--- src/scb_params.svh ---
// Purpose: Constants for the command conditioning and braking block
// Assumes: 100 MHz clock, 32-bit classic Wishbone register port
// Notes: Byte offsets are word aligned
`ifndef SCB_PARAMS_SVH
`define SCB_PARAMS_SVH

// ==========================================================
// Register byte offsets
`define SCB_OFF_BRAKE_POLICY 8'h00
`define SCB_OFF_RES_OHMS 8'h04
`define SCB_OFF_RES_MAXPWR 8'h08
`define SCB_OFF_HEAT_DECAY 8'h0C
`define SCB_OFF_POL_INV 8'h10
`define SCB_OFF_POS_SRC 8'h14
`define SCB_OFF_STATUS 8'h18
`define SCB_OFF_HEAT 8'h1C
`define SCB_OFF_CTRL 8'h20

// ==========================================================
// Reset values
`define SCB_RST_BRAKE_POLICY 16'h0002
`define SCB_RST_HEAT_DECAY 16'h0032
`define SCB_RST_ZERO 16'h0000

// ==========================================================
// Field positions and limits
`define SCB_INV_POS 0
`define SCB_INV_SPD 1
`define SCB_INV_TRQ 2
`define SCB_INV_MASK 16'h0007
`define SCB_POLICY_MAX 16'h0003
`define SCB_SRC_MAX 16'h0006
`define SCB_DECAY_MAX 16'h0064
`define SCB_CTRL_HIGHV 0
`define SCB_CTRL_NOPULSE 1
`define SCB_ST_BRAKE 0
`define SCB_ST_OVF 1
`define SCB_ST_OVLVL 2

// ==========================================================
// Thresholds in bus-voltage units of 0.1 V
`define SCB_VTH_LOW 16'h0ED8
`define SCB_VTH_HIGH 16'h1A90
`define SCB_VOV_LOW 16'h1068
`define SCB_VOV_HIGH 16'h1D4C

// ==========================================================
// Heat model timing
`define SCB_HEAT_MAX 32'h05F5E100
`define SCB_DECAY_FULL_S 10
`define SCB_CLK_HZ 100000000
`define SCB_DECAY_CYC (`SCB_DECAY_FULL_S * `SCB_CLK_HZ)
// Percent accumulator wrap: at 100 percent one unit per 10 cycles
`define SCB_DECAY_DIV 16'h03E8

`endif

--- src/scb_pkg.sv ---
// Purpose: Types for the command conditioning and braking block
// Assumes: Used together with scb_params.svh
// Notes: Types only
package scb_pkg;

    typedef struct packed {
        logic [31:0] adr;
        logic [31:0] dat;
        logic [3:0] sel;
        logic we;
        logic stb;
        logic cyc;
    } scb_wb_req_type;

    typedef struct packed {
        logic signed [31:0] pulse_cnt;
        logic signed [31:0] enc2_cnt;
        logic signed [31:0] plan_pos;
        logic signed [31:0] speed;
        logic signed [31:0] torque;
    } scb_cmd_in_type;

    typedef struct packed {
        logic signed [31:0] pos;
        logic signed [31:0] speed;
        logic signed [31:0] torque;
        logic pos_valid;
    } scb_cmd_out_type;

    typedef struct packed {
        logic pos_cmd_inhibit_in;
        logic pos_cmd_reverse_in;
        logic pos_source_switch_in;
    } scb_infn_type;

    typedef enum logic [1:0] {
        SCB_BR_NEVER,
        SCB_BR_DECEL,
        SCB_BR_ALWAYS,
        SCB_BR_REGEN
    } scb_policy_type;

endpackage

--- src/scb_servo_cmd_brake.sv ---
// Purpose: Braking decision, resistor heat estimate, command conditioning
// Assumes: Inputs synchronous to clk; bus voltage in units of 0.1 V
// Notes: Multi-segment planning and stop sequencing live elsewhere
`timescale 1ns/1ps
`include "scb_params.svh"

module scb_servo_cmd_brake
(
    input wire logic clk,
    input wire logic rst_n,
    input wire scb_pkg::scb_wb_req_type wb_req,
    output logic [31:0] wb_dat_o,
    output logic wb_ack_o,
    input wire logic [15:0] bus_voltage,
    input wire logic decelerating,
    input wire logic regen_active,
    input wire logic loop_tick,
    input wire scb_pkg::scb_infn_type infn,
    input wire scb_pkg::scb_cmd_in_type cmd_in,
    output scb_pkg::scb_cmd_out_type cmd_out,
    output logic brake_on,
    output logic overvolt_fault,
    output logic [31:0] heat_est
);
    import scb_pkg::*;

    // ======================================================
    // Register bus
    logic [15:0] policy_q;
    logic [15:0] ohms_q;
    logic [15:0] maxpwr_q;
    logic [15:0] decay_q;
    logic [15:0] polinv_q;
    logic [15:0] possrc_q;
    logic [15:0] ctrl_q;
    logic ovf_q;
    logic ack_q;
    logic [31:0] rdat_q;

    wire bus_req = wb_req.cyc & wb_req.stb & ~ack_q;
    // Write lands at the edge where the master samples ack
    wire bus_wr = wb_req.cyc & wb_req.stb & ack_q & wb_req.we;
    wire lo_lane = wb_req.sel[0];
    wire hi_lane = wb_req.sel[1];
    wire [7:0] bus_adr = wb_req.adr[7:0];
    wire [15:0] wdat = wb_req.dat[15:0];
    wire hit_policy = bus_adr == `SCB_OFF_BRAKE_POLICY;
    wire hit_ohms = bus_adr == `SCB_OFF_RES_OHMS;
    wire hit_maxpwr = bus_adr == `SCB_OFF_RES_MAXPWR;
    wire hit_decay = bus_adr == `SCB_OFF_HEAT_DECAY;
    wire hit_polinv = bus_adr == `SCB_OFF_POL_INV;
    wire hit_possrc = bus_adr == `SCB_OFF_POS_SRC;
    wire hit_status = bus_adr == `SCB_OFF_STATUS;
    wire hit_heat = bus_adr == `SCB_OFF_HEAT;
    wire hit_ctrl = bus_adr == `SCB_OFF_CTRL;
    wire full_wr = bus_wr & lo_lane & hi_lane;

    // Out-of-range values are refused so the fields stay legal
    wire wr_policy = full_wr & hit_policy & (wdat <= `SCB_POLICY_MAX);
    wire wr_polinv = full_wr & hit_polinv & (wdat <= `SCB_INV_MASK);
    wire wr_possrc = full_wr & hit_possrc & (wdat <= `SCB_SRC_MAX);
    wire wr_decay = full_wr & hit_decay & (wdat <= `SCB_DECAY_MAX);
    wire wr_ohms = full_wr & hit_ohms;
    wire wr_maxpwr = full_wr & hit_maxpwr;
    wire wr_ctrl = full_wr & hit_ctrl;
    wire clr_ovf = full_wr & hit_status & wdat[`SCB_ST_OVF];

    // ======================================================
    // Braking decision
    wire high_variant = ctrl_q[`SCB_CTRL_HIGHV];
    wire no_pulse_port = ctrl_q[`SCB_CTRL_NOPULSE];
    wire [15:0] vth = high_variant ? `SCB_VTH_HIGH : `SCB_VTH_LOW;
    wire [15:0] vov = high_variant ? `SCB_VOV_HIGH : `SCB_VOV_LOW;
    wire over_th = bus_voltage > vth;
    wire over_ov = bus_voltage > vov;
    scb_policy_type policy;
    assign policy = scb_policy_type'(policy_q[1:0]);
    logic brake_d;
    always_comb
    begin
        case (policy)
            SCB_BR_NEVER: brake_d = 1'b0;
            SCB_BR_DECEL: brake_d = over_th & decelerating;
            SCB_BR_ALWAYS: brake_d = over_th;
            SCB_BR_REGEN: brake_d = over_th & regen_active;
            default: brake_d = 1'b0;
        endcase
    end

    // Set wins over a software clear in the same cycle
    wire ovf_d = over_ov | (ovf_q & ~clr_ovf);

    // ======================================================
    // Heat estimate
    // Heat rises while braking, by maxpwr_q plus one per clock; ohms_q is not used
    logic [31:0] heat_q;
    logic [15:0] dacc_q;
    // Fractional rate: a whole step is far below one unit per cycle
    wire [16:0] dacc_sum = {1'b0, dacc_q} + {1'b0, decay_q};
    wire dec_pulse = dacc_sum >= {1'b0, `SCB_DECAY_DIV};
    wire [16:0] dacc_wrap = dacc_sum - {1'b0, `SCB_DECAY_DIV};
    wire [15:0] dacc_d = dec_pulse ? dacc_wrap[15:0] : dacc_sum[15:0];
    wire [31:0] gain = {16'h0000, maxpwr_q} + 32'h00000001;
    wire [32:0] heat_up = {1'b0, heat_q} + {1'b0, gain};
    wire [31:0] heat_sat = heat_up > {1'b0, `SCB_HEAT_MAX}
        ? `SCB_HEAT_MAX : heat_up[31:0];
    wire [31:0] heat_dn = (dec_pulse && heat_q != 32'h00000000)
        ? heat_q - 32'h00000001 : heat_q;
    wire [31:0] heat_d = brake_on ? heat_sat : heat_dn;

    // ======================================================
    // Position source and conditioning
    logic signed [31:0] pos_sel;
    logic pos_ok;
    wire use_plan = no_pulse_port | (possrc_q[2:0] == 3'h1)
        | ((possrc_q[2:0] == 3'h2) & infn.pos_source_switch_in);
    always_comb
    begin
        pos_ok = 1'b1;
        if (use_plan)
            pos_sel = cmd_in.plan_pos;
        else
        begin
            case (possrc_q[2:0])
                3'h0: pos_sel = cmd_in.pulse_cnt;
                3'h2: pos_sel = cmd_in.pulse_cnt;
                3'h3: pos_sel = cmd_in.pulse_cnt + cmd_in.enc2_cnt;
                3'h4: pos_sel = cmd_in.pulse_cnt + cmd_in.plan_pos;
                default:
                begin
                    // Sources 5 and 6 are generated elsewhere
                    pos_sel = 32'sh00000000;
                    pos_ok = 1'b0;
                end
            endcase
        end
    end
    wire pos_flip = polinv_q[`SCB_INV_POS] ^ infn.pos_cmd_reverse_in;
    wire signed [31:0] pos_cond = pos_flip ? -pos_sel : pos_sel;
    wire signed [31:0] spd_cond = polinv_q[`SCB_INV_SPD]
        ? -cmd_in.speed : cmd_in.speed;
    wire signed [31:0] trq_cond = polinv_q[`SCB_INV_TRQ]
        ? -cmd_in.torque : cmd_in.torque;
    wire pos_block = infn.pos_cmd_inhibit_in | ~pos_ok;
    scb_cmd_out_type cmd_d;
    assign cmd_d.pos = pos_block ? 32'sh00000000 : pos_cond;
    assign cmd_d.speed = spd_cond;
    assign cmd_d.torque = trq_cond;
    assign cmd_d.pos_valid = ~pos_block;

    // ======================================================
    // Read mux
    wire [15:0] status_w = {13'h0000, over_ov, ovf_q, brake_on};
    wire [31:0] rd_w = hit_policy ? {16'h0000, policy_q}
        : hit_ohms ? {16'h0000, ohms_q}
        : hit_maxpwr ? {16'h0000, maxpwr_q}
        : hit_decay ? {16'h0000, decay_q}
        : hit_polinv ? {16'h0000, polinv_q}
        : hit_possrc ? {16'h0000, possrc_q}
        : hit_status ? {16'h0000, status_w}
        : hit_heat ? heat_q
        : hit_ctrl ? {16'h0000, ctrl_q}
        : 32'h00000000;

    // ======================================================
    // Registers
    always_ff @(posedge clk or negedge rst_n)
    begin
        if (!rst_n)
        begin
            policy_q <= `SCB_RST_BRAKE_POLICY;
            ohms_q <= `SCB_RST_ZERO;
            maxpwr_q <= `SCB_RST_ZERO;
            decay_q <= `SCB_RST_HEAT_DECAY;
            polinv_q <= `SCB_RST_ZERO;
            possrc_q <= `SCB_RST_ZERO;
            ctrl_q <= `SCB_RST_ZERO;
        end
        else
        begin
            if (wr_policy) policy_q <= wdat;
            if (wr_ohms) ohms_q <= wdat;
            if (wr_maxpwr) maxpwr_q <= wdat;
            if (wr_decay) decay_q <= wdat;
            if (wr_polinv) polinv_q <= wdat;
            if (wr_possrc) possrc_q <= wdat;
            if (wr_ctrl) ctrl_q <= wdat;
        end
    end

    always_ff @(posedge clk or negedge rst_n)
    begin
        if (!rst_n)
        begin
            ack_q <= 1'b0;
            rdat_q <= 32'h00000000;
        end
        else
        begin
            ack_q <= bus_req;
            rdat_q <= bus_req ? rd_w : 32'h00000000;
        end
    end

    always_ff @(posedge clk or negedge rst_n)
    begin
        if (!rst_n)
        begin
            brake_on <= 1'b0;
            ovf_q <= 1'b0;
            overvolt_fault <= 1'b0;
            heat_q <= 32'h00000000;
            heat_est <= 32'h00000000;
            dacc_q <= 16'h0000;
        end
        else
        begin
            brake_on <= brake_d;
            ovf_q <= ovf_d;
            overvolt_fault <= ovf_d;
            heat_q <= heat_d;
            heat_est <= heat_d;
            dacc_q <= dacc_d;
        end
    end

    // Commands refresh each loop tick; settings act on the next one
    always_ff @(posedge clk or negedge rst_n)
    begin
        if (!rst_n)
            cmd_out <= '0;
        else if (loop_tick)
            cmd_out <= cmd_d;
    end

    assign wb_ack_o = ack_q;
    assign wb_dat_o = rdat_q;
endmodule

--- config.mk ---
export PLATFORM = sky130hd
export DESIGN_NAME = scb_servo_cmd_brake
export DESIGN_NICKNAME = d
export VERILOG_FILES = /design/src/scb_pkg.sv /design/src/scb_servo_cmd_brake.sv
export VERILOG_INCLUDE_DIRS = /design/src
export SDC_FILE = /design/constraint.sdc
export NUM_CORES = 1
export LEC_CHECK = 0
export ABC_CLOCK_PERIOD_IN_PS = 12300
export BUFFER_PORTS_ARGS = -buffer_cell sky130_fd_sc_hd__clkbuf_2
export CAP_MARGIN = 20
export CORE_ASPECT_RATIO = 0.6
export CORE_MARGIN = 2
export CORE_UTILIZATION = 40
export CTS_CLUSTER_DIAMETER = 80
export DETAILED_ROUTE_END_ITERATION = 16
export GPL_TIMING_DRIVEN = 0
export PLACE_DENSITY = 0.65
export SLEW_MARGIN = 20
export SYNTH_ARGS = -nofsm -noshare
export SYNTH_HDL_FRONTEND = slang
export SYNTH_SLANG_ARGS = --single-unit
--- constraint.sdc ---
create_clock -name clk -period 12.3 [get_ports clk]
set_input_delay 1.845 -clock clk [delete_from_list [all_inputs] [get_ports clk]]
set_output_delay 1.845 -clock clk [all_outputs]
set_load 0.01 [all_outputs]
==> results.json <==
{
  "cts_root_buf": "clkbuf_16",
  "setup_viol": 0,
  "critical_path_class": "reg2reg",
  "coreArea_um2": 49110,
  "grt_max_degree": 83,
  "p_per_area_nw_per_um2": 104.2,
  "top_layer_used": "met4",
  "syn_inst": 2236,
  "syn_to_final_growth_pct": 19.82,
  "synthFlopType": "dfrtp_1",
  "maxSlewHeadroom": 0.2376,
  "antenna_found_initial": 5,
  "numCtsBuffers": 34,
  "nNetsFinal": 2990,
  "initialDrtViolationCount": 2215,
  "cts_tree": "yes",
  "setup_tns_ns": 0,
  "cp_max_fo": 10,
  "grt_setup_unrepaired": "false",
  "start_util": 0.4024,
  "end_kind": "flip-flop",
  "synth_top_area_share": 0.3647,
  "synth.area.top_cells": "dfrtp_1, ha_1, nand2_1",
  "netlist_top_cells_count": "dfrtp_1, nand2_1, nor2_1",
  "worstPathRequired_ns": 12.75,
  "skew_ns": 0.02491,
  "io-pin-count": 419,
  "yosysTopAreaCell": "dfrtp_1",
  "cts_resized": 0,
  "wl_met2_um": 31060,
  "cpMostUsedCell": "clkbuf_1",
  "drc_errors": 0,
  "grt_pass1_vias": 18770,
  "yosysMostFrequentCell": "dfrtp_1",
  "via_per_inst": 6.030,
  "cp_slowest_cell": "a222oi_1",
  "crit_arrival_ns": 6.99,
  "clock-sinks": 292,
  "dr.pass1.iters": 7,
  "slowest_delay_ns": 0.70,
  "synth_area_um2": 19760,
  "wire_per_inst_um": 22.82,
  "maxCapViolations": 0,
  "p_leak_nw": 10.96,
  "post-dp-hpwl_um": 59970,
  "die_area_um2": 51260,
  "die_x_um": 291.0,
  "wl_um": 75950,
  "ir_worst_vdd_mv": 0.08987,
  "portBuffers": 374,
  "post-place-cells": 3263,
  "syn_area_per_cell_um2": 8.838,
  "seq_area_frac_synth": 0.3700,
  "ys_types": 86,
  "ys_seq_elements": 292,
  "wl_met1_um": 36080,
  "synth_nets": 2577,
  "run_status": "finished clean",
  "crit_path_cell_trace": "clkbuf_1, nor2_1, and2_1, clkbuf_1, clkbuf_1, nand2_1, nand2_1, ha_1, fa_1, nand3_1, a211oi_1, o211ai_1, a31oi_1, xor2_1, a222oi_1, o211ai_1, nor4_1, nand3b_1, a311oi_1, a221o_1",
  "globalRouteOverflowTotal": 0,
  "async_flop_share": 1.000,
  "fin_crit_ns": 6.536,
  "fin_crit_sh": 0.5314,
  "hold_path_class": "reg2reg",
  "final_cells": 3328,
  "synth.yosys.warnings": 0,
  "finalHoldViolCount": 0,
  "worst_pin_slew_ns": 1.144,
  "clk_latency_ns": 0.52,
  "critPathLaunchType": "flip-flop",
  "grt_pass1_wl_um": 114100,
  "track_usage": 0.2851,
  "dr_wl_met3_um": 6801,
  "total_power_mw": 2.467,
  "drive_above_1_share": 0.2058,
  "clock_path_buffers": 3,
  "antenna_left": 0,
  "fmax_mhz": 153.0,
  "post_cts_buffers": 0,
  "synth-edff-count": 0,
  "drv_slew": 0,
  "routabilityCongestion": 0.9866,
  "fp-row-count": 63,
  "vias": 20070,
  "cts-htree-levels": 2,
  "clk_pin_slew_ns": 0.06,
  "die_y_um": 176.2,
  "holdBufCountCts": 0
}
## cell type report
| class | count | area [um2] |
|---|---|---|
| fillers | 4691 | 25430 |
| multi-input cells | 1763 | 11770 |
| flip-flops and latches | 292 | 7312 |
| repair buffers | 377 | 1963 |
| clock buffers | 49 | 978.4 |
| well taps | 650 | 813.3 |
| plain buffers | 125 | 490.5 |
| inverters | 56 | 210.2 |
| clock inverters | 11 | 126.4 |
| diodes | 5 | 12.51 |
## worst paths after layout
path                              from            to  slack [ns]  cells past startpoint
setup / recovery           possrc_q[1]   cmd_out[93]        5.76                     20
hold / removal             cmd_out[84]   cmd_out[84]        0.49                      1
setup reg to reg           possrc_q[1]   cmd_out[93]        5.76                     20
hold reg to reg            cmd_out[84]   cmd_out[84]        0.49                      1
max in group asynchronous        rst_n    decay_q[1]        9.40                      4
min in group asynchronous        rst_n  wb_dat_o[17]        1.31                      1
## per-stage QoR
stage / worst slack (ns) / cell area (um2) / util / hold slack, ns
detailed placement: 5.938 / 22560 / 0.4593 / 0.4708
CTS: 6.058 / 23660 / 0.4818 / 0.4881
global route: 5.529 / 23680 / 0.4822 / 0.4998
finish: 5.764 / 23680 / 0.4822 / 0.4875
floorplan: 7.151 / 19760 / - / 0.4524
global placement: 3.075 / 22450 / 0.4571 / 0.4690
## layer usage
metal  vias up  global-route usage
li1       9097                   -
met1      9904              0.4427
met2       956              0.3945
met3       112             0.05866
met4         0             0.07707
met5         -                   0
## sequential cells by signal, summed over array words and instances (netlist names)
register	count
ctrl_q	16
policy_q	16
polinv_q	16
wb_dat_o	32
wb_ack_o	1
heat_q	32
ovf_q	1
maxpwr_q	16
cmd_out	97
brake_on	1
dacc_q	16
ohms_q	16
possrc_q	16
decay_q	16
## cell usage in the layout (no fill, tap or decap), types with 43 or more instances in the layout
cell / netlist / final
o21ai_0: 106 / 105
nor2_1: 191 / 191
xnor2_1: 53 / 53
dfrtp_1: 288 / 288
nand2_1: 235 / 235
inv_1: 56 / 56
ha_1: 83 / 83
and2_1: 46 / 46
nor3_1: 44 / 43
clkbuf_1: 97 / 106
mux2_2: 62 / 62
clkbuf_2: 0 / 373
xor2_1: 94 / 94
nor2b_1: 48 / 48
a21oi_1: 167 / 167
## critical path: cells and delay by family, from the launching register on
family | cells | cell delay (ns)
buffers and inverters | 3 | 1.18
AND/OR/NAND/NOR | 7 | 1.43
adder cells (fa/ha/maj) | 2 | 0.45
flip-flops | 1 | 0.36
XOR/XNOR | 1 | 0.12
AO/OA/AOI/OAI | 7 | 2.93
## report_power, final
| part | switching [mW] | internal [mW] |
|---|---|---|
| clock network | 0.419 | 0.599 |
| logic | 0.273 | 0.155 |
| registers | 0.0243 | 0.997 |
| total | 0.716 | 1.75 |
## kinds of logic after synthesis
family | after synthesis | share of synthesized area
AO/OA/AOI/OAI | 634 | 0.2188
XOR/XNOR | 147 | 0.06515
adder cells (fa/ha/maj) | 86 | 0.05559
buffers and inverters | 181 | 0.03546
flip-flops | 292 | 0.3700
multiplexers | 92 | 0.05053
AND/OR/NAND/NOR | 804 | 0.2044
Power figures use the tool's default switching activity.
